==> config.mk <==
export PLATFORM = sky130hd
export DESIGN_NAME = ctd_core
export DESIGN_NICKNAME = d
export VERILOG_FILES = /design/src/logic/ctd_pkg.sv /design/src/logic/ctd_osc.sv /design/src/logic/ctd_pulse_gen.sv /design/src/logic/ctd_core.sv
export SDC_FILE = /design/constraint.sdc
export NUM_CORES = 1
export LEC_CHECK = 0
export BUFFER_PORTS_ARGS = -buffer_cell sky130_fd_sc_hd__buf_4
export CAP_MARGIN = 20
export CELL_PAD_IN_SITES_DETAIL_PLACEMENT = 0
export CELL_PAD_IN_SITES_GLOBAL_PLACEMENT = 1
export CORE_MARGIN = 2
export CORE_UTILIZATION = 49
export CTS_CLUSTER_SIZE = 30
export DETAILED_ROUTE_END_ITERATION = 12
export PLACE_DENSITY_LB_ADDON = 0.1
export SYNTH_ARGS = -nofsm -noshare
export SYNTH_HDL_FRONTEND = slang
export SYNTH_SLANG_ARGS = --single-unit
==> constraint.sdc <==
create_clock -name REF_CLK -period 13.44 [get_ports REF_CLK]
set_input_delay 0.672 -clock REF_CLK [delete_from_list [all_inputs] [get_ports REF_CLK]]
set_output_delay 0.672 -clock REF_CLK [all_outputs]
set_load 0.01 [all_outputs]
==> src/logic/ctd_pkg.sv <==
// Purpose: shared constants and types for the capacitive touch detect core
// Assumes: 25 MHz reference clock
// Notes: timing figures are stated in their own unit and converted to cycles here
package ctd_pkg;

    // ----------------------------------------
    // clock and timing
    // ----------------------------------------
    localparam int CLK_HZ = 25000000;
    // nominal timing oscillator frequency, Hz
    localparam int OSC_HZ = 2000;
    localparam int OSC_HALF_CYC = CLK_HZ / (OSC_HZ * 2);
    // modulation depth, percent
    localparam int MOD_PCT = 4;
    localparam int MOD_SPAN_CYC = (OSC_HALF_CYC * MOD_PCT) / 100;
    // correction pulse width, ns
    localparam int UP_PULSE_NS = 4000;
    localparam int DN_PULSE_NS = 3000;
    localparam int UP_PULSE_CYC = (UP_PULSE_NS * 25 + 999) / 1000;
    localparam int DN_PULSE_CYC = (DN_PULSE_NS * 25 + 999) / 1000;
    // pulse mode output time, us
    localparam int PULSE_OUT_US = 10000;
    localparam int PULSE_OUT_CYC = PULSE_OUT_US * 25;
    // run length to declare an event
    localparam int RUN_THRESHOLD = 8;
    // lfsr seed
    localparam logic [7:0] LFSR_SEED = 8'ha5;

    // ----------------------------------------
    // types
    // ----------------------------------------
    typedef enum logic [1:0]
    {
        MODE_PUSH = 2'b00,
        MODE_TOGGLE = 2'b01,
        MODE_PULSE = 2'b10
    } ctd_mode_type;

    typedef struct packed
    {
        logic up;
        logic down;
    } ctd_dir_type;

endpackage

==> src/logic/ctd_osc.sv <==
// Purpose: dithered sample timing generator
// Assumes: single clock, synchronous active low reset
// Notes: emits a sample strobe every two oscillator half periods
`timescale 1ns/1ps
module ctd_osc #(
    parameter int HALF_CYC = ctd_pkg::OSC_HALF_CYC,
    parameter int SPAN_CYC = (HALF_CYC * ctd_pkg::MOD_PCT) / 100
)
(
    input wire logic clk,
    input wire logic nrst,
    output logic charge,
    output logic sample
);

    logic [7:0] lfsr_reg;
    logic [19:0] cnt_reg;
    logic [19:0] limit;
    logic phase_reg;

    // ----------------------------------------
    // pseudo random dither
    // ----------------------------------------
    always_ff @(posedge clk)
    begin
        if (!nrst)
            lfsr_reg <= ctd_pkg::LFSR_SEED;
        else if (cnt_reg == 20'h0)
            lfsr_reg <= {lfsr_reg[6:0], lfsr_reg[7] ^ lfsr_reg[5] ^ lfsr_reg[4] ^ lfsr_reg[3]};
    end

    // limit moves within +-span around nominal
    always_comb
    begin
        limit = 20'(HALF_CYC - SPAN_CYC) + 20'((SPAN_CYC * 2 * int'(lfsr_reg)) / 255);
    end

    // ----------------------------------------
    // half period counter
    // ----------------------------------------
    always_ff @(posedge clk)
    begin
        if (!nrst)
            cnt_reg <= 20'h0;
        else if (cnt_reg == 20'h0)
            cnt_reg <= limit - 20'h1;
        else
            cnt_reg <= cnt_reg - 20'h1;
    end

    always_ff @(posedge clk)
    begin
        if (!nrst)
        begin
            phase_reg <= 1'b0;
            charge <= 1'b0;
            sample <= 1'b0;
        end
        else
        begin
            sample <= 1'b0;
            if (cnt_reg == 20'h0)
            begin
                phase_reg <= ~phase_reg;
                charge <= ~phase_reg;
                sample <= phase_reg;
            end
        end
    end

    property p_sample_rate;
        @(posedge clk) disable iff (!nrst) sample |-> !charge && $past(charge);
    endproperty
    a_sample_rate: assert property (p_sample_rate) else $error("sample strobe off phase");

endmodule

==> src/logic/ctd_pulse_gen.sv <==
// Purpose: fixed width correction pulse generator
// Assumes: start arrives as a one cycle strobe
// Notes: a start while busy is dropped
`timescale 1ns/1ps
module ctd_pulse_gen #(
    parameter int WIDTH_CYC = ctd_pkg::UP_PULSE_CYC
)
(
    input wire logic clk,
    input wire logic nrst,
    input wire logic start,
    output logic active
);

    logic [15:0] cnt_reg;

    // ----------------------------------------
    // width counter
    // ----------------------------------------
    always_ff @(posedge clk)
    begin
        if (!nrst)
        begin
            cnt_reg <= 16'h0;
            active <= 1'b0;
        end
        else if (start && !active)
        begin
            cnt_reg <= 16'(WIDTH_CYC - 1);
            active <= 1'b1;
        end
        else if (cnt_reg != 16'h0)
            cnt_reg <= cnt_reg - 16'h1;
        else
            active <= 1'b0;
    end

endmodule

==> src/logic/ctd_core.sv <==
// Purpose: capacitive touch detect core
// Assumes: comparator outputs and overcurrent flag are asynchronous pins
// Notes: output is active high inside the block
`timescale 1ns/1ps
module ctd_core #(
    parameter int THRESHOLD = ctd_pkg::RUN_THRESHOLD,
    parameter int PULSE_OUT_CYC = ctd_pkg::PULSE_OUT_CYC,
    parameter int OSC_HALF_CYC = ctd_pkg::OSC_HALF_CYC
)
(
    input wire logic REF_CLK,
    input wire logic NRST,
    input wire logic SENSE_CMP_N,
    input wire logic REF_CMP_N,
    input wire logic OVERCURRENT,
    input wire ctd_pkg::ctd_mode_type MODE,
    output logic CHARGE_SENSE,
    output logic CHARGE_REF,
    output logic SAMPLE_RATE_CAPACITOR_NODE,
    output logic SENS_CAP_CHARGE,
    output logic SENS_CAP_SINK,
    output ctd_pkg::ctd_dir_type LAST_PULSE,
    output logic SWITCH_OUT
);

    typedef enum logic [1:0]
    {
        ST_IDLE = 2'b00,
        ST_RACE = 2'b01,
        ST_DONE = 2'b10
    } ctd_race_type;

    logic [1:0] sense_sync_reg;
    logic [1:0] ref_sync_reg;
    logic [1:0] oc_sync_reg;
    logic charge;
    logic sample;
    ctd_race_type race_reg;
    logic up_pulse;
    logic down_pulse;
    logic up_active;
    logic down_active;
    logic [7:0] run_reg;
    logic last_up_reg;
    logic event_reg;
    logic event_prev_reg;
    logic started_reg;
    logic [23:0] hold_reg;
    logic out_reg;
    logic event_rise;
    logic [7:0] up_len_reg;
    logic [7:0] dn_len_reg;

    // ----------------------------------------
    // input synchronisers
    // ----------------------------------------
    always_ff @(posedge REF_CLK)
    begin
        if (!NRST)
        begin
            sense_sync_reg <= 2'b11;
            ref_sync_reg <= 2'b11;
            oc_sync_reg <= 2'b00;
        end
        else
        begin
            sense_sync_reg <= {sense_sync_reg[0], SENSE_CMP_N};
            ref_sync_reg <= {ref_sync_reg[0], REF_CMP_N};
            oc_sync_reg <= {oc_sync_reg[0], OVERCURRENT};
        end
    end

    // ----------------------------------------
    // sample timing
    // ----------------------------------------
    ctd_osc #(.HALF_CYC(OSC_HALF_CYC)) u_osc (
        .clk(REF_CLK),
        .nrst(NRST),
        .charge(charge),
        .sample(sample)
    );

    always_ff @(posedge REF_CLK)
    begin
        if (!NRST)
        begin
            CHARGE_SENSE <= 1'b0;
            CHARGE_REF <= 1'b0;
            SAMPLE_RATE_CAPACITOR_NODE <= 1'b0;
        end
        else
        begin
            CHARGE_SENSE <= charge;
            CHARGE_REF <= charge;
            SAMPLE_RATE_CAPACITOR_NODE <= charge;
        end
    end

    // ----------------------------------------
    // discharge race
    // ----------------------------------------
    always_ff @(posedge REF_CLK)
    begin
        if (!NRST)
            race_reg <= ST_IDLE;
        else
        begin
            case (race_reg)
                ST_IDLE: if (sample) race_reg <= ST_RACE;
                ST_RACE:
                    if (charge)
                        race_reg <= ST_IDLE;
                    else if (!ref_sync_reg[1] || !sense_sync_reg[1])
                        race_reg <= ST_DONE;
                ST_DONE: if (charge) race_reg <= ST_IDLE;
                default: race_reg <= ST_IDLE;
            endcase
        end
    end

    // reference wins ties toward up; sensor alone gives down
    assign up_pulse = (race_reg == ST_RACE) && !charge && !ref_sync_reg[1];
    assign down_pulse = (race_reg == ST_RACE) && !charge
        && !sense_sync_reg[1] && ref_sync_reg[1];

    // ----------------------------------------
    // charge correction pulses
    // ----------------------------------------
    ctd_pulse_gen #(.WIDTH_CYC(ctd_pkg::UP_PULSE_CYC)) u_up (
        .clk(REF_CLK),
        .nrst(NRST),
        .start(up_pulse),
        .active(up_active)
    );

    ctd_pulse_gen #(.WIDTH_CYC(ctd_pkg::DN_PULSE_CYC)) u_dn (
        .clk(REF_CLK),
        .nrst(NRST),
        .start(down_pulse),
        .active(down_active)
    );

    always_ff @(posedge REF_CLK)
    begin
        if (!NRST)
        begin
            SENS_CAP_CHARGE <= 1'b0;
            SENS_CAP_SINK <= 1'b0;
            LAST_PULSE <= '0;
        end
        else
        begin
            SENS_CAP_CHARGE <= up_active;
            SENS_CAP_SINK <= down_active;
            if (up_pulse || down_pulse)
                LAST_PULSE <= '{up: up_pulse, down: down_pulse};
        end
    end

    // ----------------------------------------
    // run counter
    // ----------------------------------------
    always_ff @(posedge REF_CLK)
    begin
        if (!NRST)
        begin
            run_reg <= 8'h0;
            last_up_reg <= 1'b0;
            started_reg <= 1'b0;
        end
        else if (up_pulse || down_pulse)
        begin
            started_reg <= 1'b1;
            last_up_reg <= up_pulse;
            if (started_reg && (up_pulse != last_up_reg))
                run_reg <= 8'h1;
            else if (run_reg != 8'hff)
                run_reg <= run_reg + 8'h1;
        end
    end

    // ----------------------------------------
    // event detection
    // ----------------------------------------
    always_ff @(posedge REF_CLK)
    begin
        if (!NRST)
        begin
            event_reg <= 1'b0;
            event_prev_reg <= 1'b0;
        end
        else
        begin
            event_prev_reg <= event_reg;
            if (run_reg >= 8'(THRESHOLD))
                event_reg <= last_up_reg;
        end
    end

    assign event_rise = event_reg && !event_prev_reg;

    // ----------------------------------------
    // output modes
    // ----------------------------------------
    always_ff @(posedge REF_CLK)
    begin
        if (!NRST)
        begin
            out_reg <= 1'b0;
            hold_reg <= 24'h0;
        end
        else
        begin
            case (MODE)
                ctd_pkg::MODE_PUSH: out_reg <= event_reg;
                ctd_pkg::MODE_TOGGLE: if (event_rise) out_reg <= ~out_reg;
                ctd_pkg::MODE_PULSE:
                    if (hold_reg != 24'h0)
                        hold_reg <= hold_reg - 24'h1;
                    else if (out_reg)
                        out_reg <= 1'b0;
                    else if (event_rise)
                    begin
                        out_reg <= 1'b1;
                        hold_reg <= 24'(PULSE_OUT_CYC - 1);
                    end
                default: out_reg <= 1'b0;
            endcase
        end
    end

    always_ff @(posedge REF_CLK)
    begin
        if (!NRST)
            SWITCH_OUT <= 1'b0;
        else
            SWITCH_OUT <= out_reg && !oc_sync_reg[1];
    end

    // ----------------------------------------
    // assertions
    // ----------------------------------------
    // pulse width counters for the checks below
    always_ff @(posedge REF_CLK)
    begin
        up_len_reg <= (NRST && up_active) ? up_len_reg + 8'h1 : 8'h0;
        dn_len_reg <= (NRST && down_active) ? dn_len_reg + 8'h1 : 8'h0;
    end

    property p_same_charge;
        @(posedge REF_CLK) disable iff (!NRST) CHARGE_SENSE == CHARGE_REF;
    endproperty
    a_same_charge: assert property (p_same_charge) else $error("charge mismatch");

    property p_up_win;
        @(posedge REF_CLK) disable iff (!NRST) up_pulse |-> ##2 SENS_CAP_CHARGE;
    endproperty
    a_up_win: assert property (p_up_win) else $error("up pulse missing");

    property p_dn_win;
        @(posedge REF_CLK) disable iff (!NRST) down_pulse && !down_active |-> ##2 SENS_CAP_SINK;
    endproperty
    a_dn_win: assert property (p_dn_win) else $error("down pulse missing");

    property p_excl;
        @(posedge REF_CLK) disable iff (!NRST) !(up_pulse && down_pulse);
    endproperty
    a_excl: assert property (p_excl) else $error("both pulses at once");

    property p_up_width;
        @(posedge REF_CLK) disable iff (!NRST)
            $fell(up_active) |-> up_len_reg == 8'(ctd_pkg::UP_PULSE_CYC);
    endproperty
    a_up_width: assert property (p_up_width) else $error("up pulse too short");

    property p_dn_width;
        @(posedge REF_CLK) disable iff (!NRST)
            $fell(down_active) |-> dn_len_reg == 8'(ctd_pkg::DN_PULSE_CYC);
    endproperty
    a_dn_width: assert property (p_dn_width) else $error("down pulse too short");

    property p_clear;
        @(posedge REF_CLK) disable iff (!NRST)
            (up_pulse && started_reg && !last_up_reg) |=> run_reg == 8'h1;
    endproperty
    a_clear: assert property (p_clear) else $error("run not cleared");

    property p_count;
        @(posedge REF_CLK) disable iff (!NRST)
            (up_pulse && last_up_reg && run_reg < 8'h10) |=> run_reg == $past(run_reg) + 8'h1;
    endproperty
    a_count: assert property (p_count) else $error("run not counted");

    property p_oc;
        @(posedge REF_CLK) disable iff (!NRST) oc_sync_reg[1] |=> !SWITCH_OUT;
    endproperty
    a_oc: assert property (p_oc) else $error("output on in overcurrent");

    property p_thresh;
        @(posedge REF_CLK) disable iff (!NRST)
            $rose(event_reg) |-> $past(run_reg) >= 8'(THRESHOLD);
    endproperty
    a_thresh: assert property (p_thresh) else $error("event before threshold");

    property p_push;
        @(posedge REF_CLK) disable iff (!NRST)
            (MODE == ctd_pkg::MODE_PUSH) |=> out_reg == $past(event_reg);
    endproperty
    a_push: assert property (p_push) else $error("push mode mismatch");

    c_up: cover property (@(posedge REF_CLK) up_pulse);
    c_down: cover property (@(posedge REF_CLK) down_pulse);
    c_event: cover property (@(posedge REF_CLK) event_rise);
    c_out: cover property (@(posedge REF_CLK) $rose(SWITCH_OUT));

endmodule

* Word-level counts from Yosys, hierarchy flattened
Index checks and enable logic that the tools add are counted. W data, S select, Z words.
Storage, ports and cells: logic and storage cells 115, input bits 7, output and inout bits 8, register bits 114
Cells by class: bitwise operators 6, equal/unequal tests 14, muxes and demuxes 24, multiply operators 1, reduce and logical (&&, ||, !) cells 35, $lt $le $gt $ge 1, divide/modulo/power cells 1, $add $sub $neg 7
Operator list (count):
- $mux W24 | 3
- $sub A20 B1 Y20 const B | 2
- $div A32 B9 Y32 const B | 1
- $reduce_bool A16 Y1 | 2
- $sub A16 B1 Y16 const B | 2
- $mux W7 | 4
- $reduce_bool A24 Y1 | 1
- $sub A24 B1 Y24 const B | 1
- $add A14 B20 Y20 const A | 1
- $logic_not A20 Y1 | 1
- $mux W20 | 1
- $mux W8 | 2
- $mul A7 B8 Y15 const A | 1
- $ne A2 B1 Y1 const B | 5
- $logic_and A1 B1 Y1 | 9
- $add A8 B1 Y8 const B | 1
- $ge A8 B4 Y1 const B | 1
- $mux W1 | 8
- $mux W2 | 4
- $ne A8 B8 Y1 const B | 1
- $reduce_bool A2 Y1 | 4
- $logic_not A1 Y1 | 7
- $pmux W2 S3 | 1
- $reduce_and A2 Y1 | 3
- other kinds (12) | 23

* Longest topological paths before layout
depth in word-level cells 7, gate-level depth with buffers 51, gate-level depth less buffers 43

* Cells and area by module
Synthesis repeated with hierarchy kept, for this count alone.
Unflattened totals: cells, all modules 1275, area total of the unflattened synthesis 10268.6 sq um
Modules (own cells, without submodules):
- ctd_osc | sequential area each 600.6 sq um, instances 1, cells each 800, area an instance 6135.9 sq um
- ctd_core | sequential area each 1001.0 sq um, instances 1, cells each 273, area an instance 2392.3 sq um
- ctd_pulse_gen at u_up | sequential area each 340.3 sq um, instances 1, cells each 102, area an instance 877.1 sq um
- ctd_pulse_gen at u_dn | sequential area each 340.3 sq um, instances 1, cells each 100, area an instance 863.3 sq um

* Least setup slack after synthesis
No wires, ideal clock.
kind reg-to-reg, start register u_osc.lfsr_reg[1], end register u_osc.cnt_reg[6], required time 13313 ps, setup time 127 ps, path buffers 6, cell stages (with the launch flop) 48, clock period less this slack 10982 ps, path slack 2458 ps, arrival 10855 ps, cell sequence dfxtp_1 fa_1 inv_1 fa_1 fa_1 fa_1 inv_1 ha_1 buf_4 a21oi_2 o31a_2 o21bai_1 o31a_4 and3_1 buf_6 a211o_1 a311o_1 and4_4 (+12 left out) nor2_1 o31ai_4 nor3_2 or4_1 buf_2 and3_1 a21oi_1 ha_1 nand2_1 a31oi_1 a221oi_1 a311o_1 nor3_1 ha_1 nand3_1 a211oi_4 mux2i_1 nor3_1
On the way: word-level cells in the longest chain between the ends 5
Ends and longest elaborated chain:
- start, declared | RTL line ctd_osc.sv:16 | logic [7:0] lfsr_reg;
- start signal, assigned | RTL line ctd_osc.sv:27 | lfsr_reg <= ctd_pkg::LFSR_SEED;
- start signal, assigned | RTL line ctd_osc.sv:29 | lfsr_reg <= {lfsr_reg[6:0], lfsr_reg[7] ^ lfsr_reg[5] ^ lfsr_reg[4] ^ lfsr_reg[3]};
- $mul A7 B8 Y15 | RTL line ctd_osc.sv:35 | limit = 20'(HALF_CYC - SPAN_CYC) + 20'((SPAN_CYC * 2 * int'(lfsr_reg)) / 255);
- $div A32 B9 Y32 | RTL line ctd_osc.sv:35
- $add A14 B20 Y20 | RTL line ctd_osc.sv:35
- $sub A20 B1 Y20 | RTL line ctd_osc.sv:46 | cnt_reg <= limit - 20'h1;
- $mux W20 | RTL line ctd_osc.sv:45 | else if (cnt_reg == 20'h0)
- end signal, assigned | RTL line ctd_osc.sv:46
- end signal, assigned | RTL line ctd_osc.sv:48 | cnt_reg <= cnt_reg - 20'h1;
- end, declared | RTL line ctd_osc.sv:17 | logic [19:0] cnt_reg;
No other way between the ends. A chain may end at the register's enable or synchronous reset.

* Final worst setup path
start register u_osc.lfsr_reg[4], end register u_osc.cnt_reg[4]
The elaborated chain is that of the path after synthesis.

==> impl_metrics.json <==
{
  "cts_buffer_depth": 2,
  "syn_area_per_cell_um2": 8.14,
  "drc": 0,
  "placement.io_buffers": 14,
  "critPathCaptureType": "flop",
  "fin_crit_sh": 0.931,
  "largest_register_ffs": 24,
  "path_max_fanout": 10,
  "first_global_vias": 8248,
  "synth_xor_area_frac": 0.0829,
  "seq_area_frac_synth": 0.228,
  "synthMuxAreaShare": 0.0174,
  "yosysWarningCount": 0,
  "arrival_ns": 12.84,
  "startpoint_type": "flop",
  "critical_path_class": "reg -> reg",
  "reg2reg_from": "u_osc.lfsr_reg[4]",
  "clkLatencyLatePin_ns": 0.41,
  "via_per_inst": 5.93,
  "cpMaxStageDelayCell": "or4_1",
  "ys_top_cells_by_area": "dfxtp_1 23%, ha_1 6.3%, xnor2_1 4.6%",
  "cts_buffers": 17,
  "post-place-ws_ns": 0.754,
  "clock_skew_ns": 0.0142,
  "ys_types": 115,
  "synth-simple-area-share": 0.267,
  "areaGrowthSynthToFinish_pct": 9.09,
  "met1_usage": 0.303,
  "drtIter0Drc": 436,
  "syn_nets": 1306,
  "grtUsageMet2": 0.383,
  "yosys.area_share.adder": 0.105,
  "grtUsageMet3": 0.0286,
  "hold_start": "sense_sync_reg[0]",
  "h-tree-depth": 4,
  "ys.flop_type": "dfxtp_1",
  "fp-row-count": 52,
  "firstDrtPassIters": 7,
  "synth_top_family_by_area": "simple AND/OR/NAND/NOR gates",
  "hold_ws_ns": 0.411,
  "grt_usage": 0.225,
  "routabilityCongestion": 0.855,
  "n_fill_cell": 1909,
  "dp_cells": 1471,
  "fin_cells": 1508,
  "tns_ns": 0,
  "grt_max_degree": 34,
  "die_w_um": 147,
  "cts_hold_buf": 0,
  "drive_above_1_share": 0.111,
  "reg2regPathDepth": 41,
  "clk_pin_slew_ns": 0.06,
  "cts.sinks": 114,
  "antenna_found_initial": 0,
  "yosysMostFrequentCell": "dfxtp_1",
  "synth_top_cells_by_count": "114 x dfxtp_1, 113 x nor2_1, 95 x nand2_1",
  "overflow": 0,
  "drv_cap": 0,
  "fmaxAchievable_mhz": 79.9,
  "synth-compound-area-share": 0.248,
  "slowest_delay_ns": 0.67,
  "finalSetupViolCount": 0,
  "synthCells": 1228,
  "top_usage_layer": "met2",
  "final_max_slew_viol_count": 0,
  "yosysTopAreaCellShare": 0.228,
  "dp_hpwl_mm": 18.4,
  "cpMostUsedCell": "ha_1",
  "start_util": 0.497,
  "fin_crit_ns": 12.51,
  "fin_ws_ns": 0.929,
  "design.die.area_um2": 21600,
  "syn-cell-area_um2": 9990,
  "hold_viol": 0,
  "reg2reg_slack_ns": 0.93,
  "min_path_cells": 1,
  "tightest_slew_ns": 0.854,
  "nets": 1303,
  "synth_top_cell_by_area": "dfxtp_1",
  "holdPathEnd": "sense_sync_reg[1]",
  "timing.rr.end": "u_osc.cnt_reg[4]",
  "async_flop_share": 0,
  "routed_wl_mm": 24.2,
  "cp_data_required_time_ns": 13.77,
  "routedWlPerCell_um": 16.1,
  "grt_pass1_wl_mm": 40.6,
  "antennaDiodeCount": 0,
  "hp-class": "reg -> reg",
  "fp.dieH_um": 147,
  "ant_nets": 0,
  "synth_edf_count": 0,
  "slew_headroom": 0.429,
  "clk_root_buffer_cell": "clkbuf_16",
  "tritoncts": "yes",
  "io_pins": 15,
  "routed-via-count": 8940,
  "fp.coreArea_um2": 20100,
  "synth-seq-cells": 114,
  "status": "finished clean"
}
-- per-stage QoR --
stage | utilization | cell area, um2
floorplan | - | 9990
global placement | 0.508 | 10200
detailed placement | 0.508 | 10200
CTS | 0.540 | 10900
global route | 0.542 | 10900
finish | 0.542 | 10900
-- logic make-up after synthesis --
family          after synthesis
compound gates              325
buf+inv                     111
mux                          16
simple gates                502
flops                       114
fa+ha+maj                    71
xor+xnor                     89
-- worst max-delay path, delay by kind of cell, from the launching register on --
| kind | cells | cell delay, ns |
|---|---|---|
| AO/OA/AOI/OAI | 18 | 5.64 |
| AND/OR/NAND/NOR | 12 | 2.85 |
| flip-flops | 1 | 0.50 |
| adder cells (fa/ha/maj) | 7 | 2.68 |
| multiplexers | 1 | 0.37 |
| buffers and inverters | 2 | 0.23 |
| XOR/XNOR | 1 | 0.14 |
-- area by class of cell --
class                           count  area [um2]  share of cell area
Clock buffer                       17         425              0.0390
Clock inverter                     15         204              0.0187
Inverter                           60         225              0.0207
Multi-Input combinational cell   1003        7210               0.661
Sequential cell                   114        2280               0.209
Tap cell                          270         338              0.0310
Timing Repair Buffer               29         218              0.0200
-- how the worst max path moves through the flow --
stage,startpoint,endpoint,slack [ns],cells past startpoint
after floorplan,u_osc.lfsr_reg[1],u_osc.cnt_reg[6],2.46,47
after global placement,u_osc.lfsr_reg[3],u_osc.cnt_reg[10],0.91,41
after detailed placement,u_osc.lfsr_reg[3],u_osc.cnt_reg[4],0.75,41
after CTS,u_osc.lfsr_reg[3],u_osc.cnt_reg[4],0.70,41
after global routing,u_osc.lfsr_reg[3],u_osc.cnt_reg[4],-0.01,43
final,u_osc.lfsr_reg[4],u_osc.cnt_reg[4],0.93,41
-- layout by cell type (no fill, tap or decap), types with 21 or more instances in the layout --
cell,n
o21ai_0,43
ha_1,50
a21oi_1,80
xnor2_1,52
nand2_1,95
and2_1,23
xor2_1,33
nand2b_1,22
inv_1,59
buf_4,29
fa_1,21
dfxtp_1,114
nand3_1,51
nor3_1,44
nor4_1,22
or3_1,26
a31oi_1,23
nor2_1,113
-- layer usage --
| metal | wire [um] | vias to the layer above |
|---|---|---|
| met5 | 0 | - |
| met4 | 204 | 0 |
| met3 | 789 | 18 |
| met2 | 11800 | 179 |
| met1 | 11400 | 4215 |
| li1 | - | 4528 |
-- timing repair --
action                                  4_1_cts  5_1_grt
resized for setup                             0        3
endpoints found under the setup margin        0        4
buffers inserted                              0        5
Power is not shown: default switching activity piles up to over one toggle a cycle in this logic, so the estimate is an artifact.
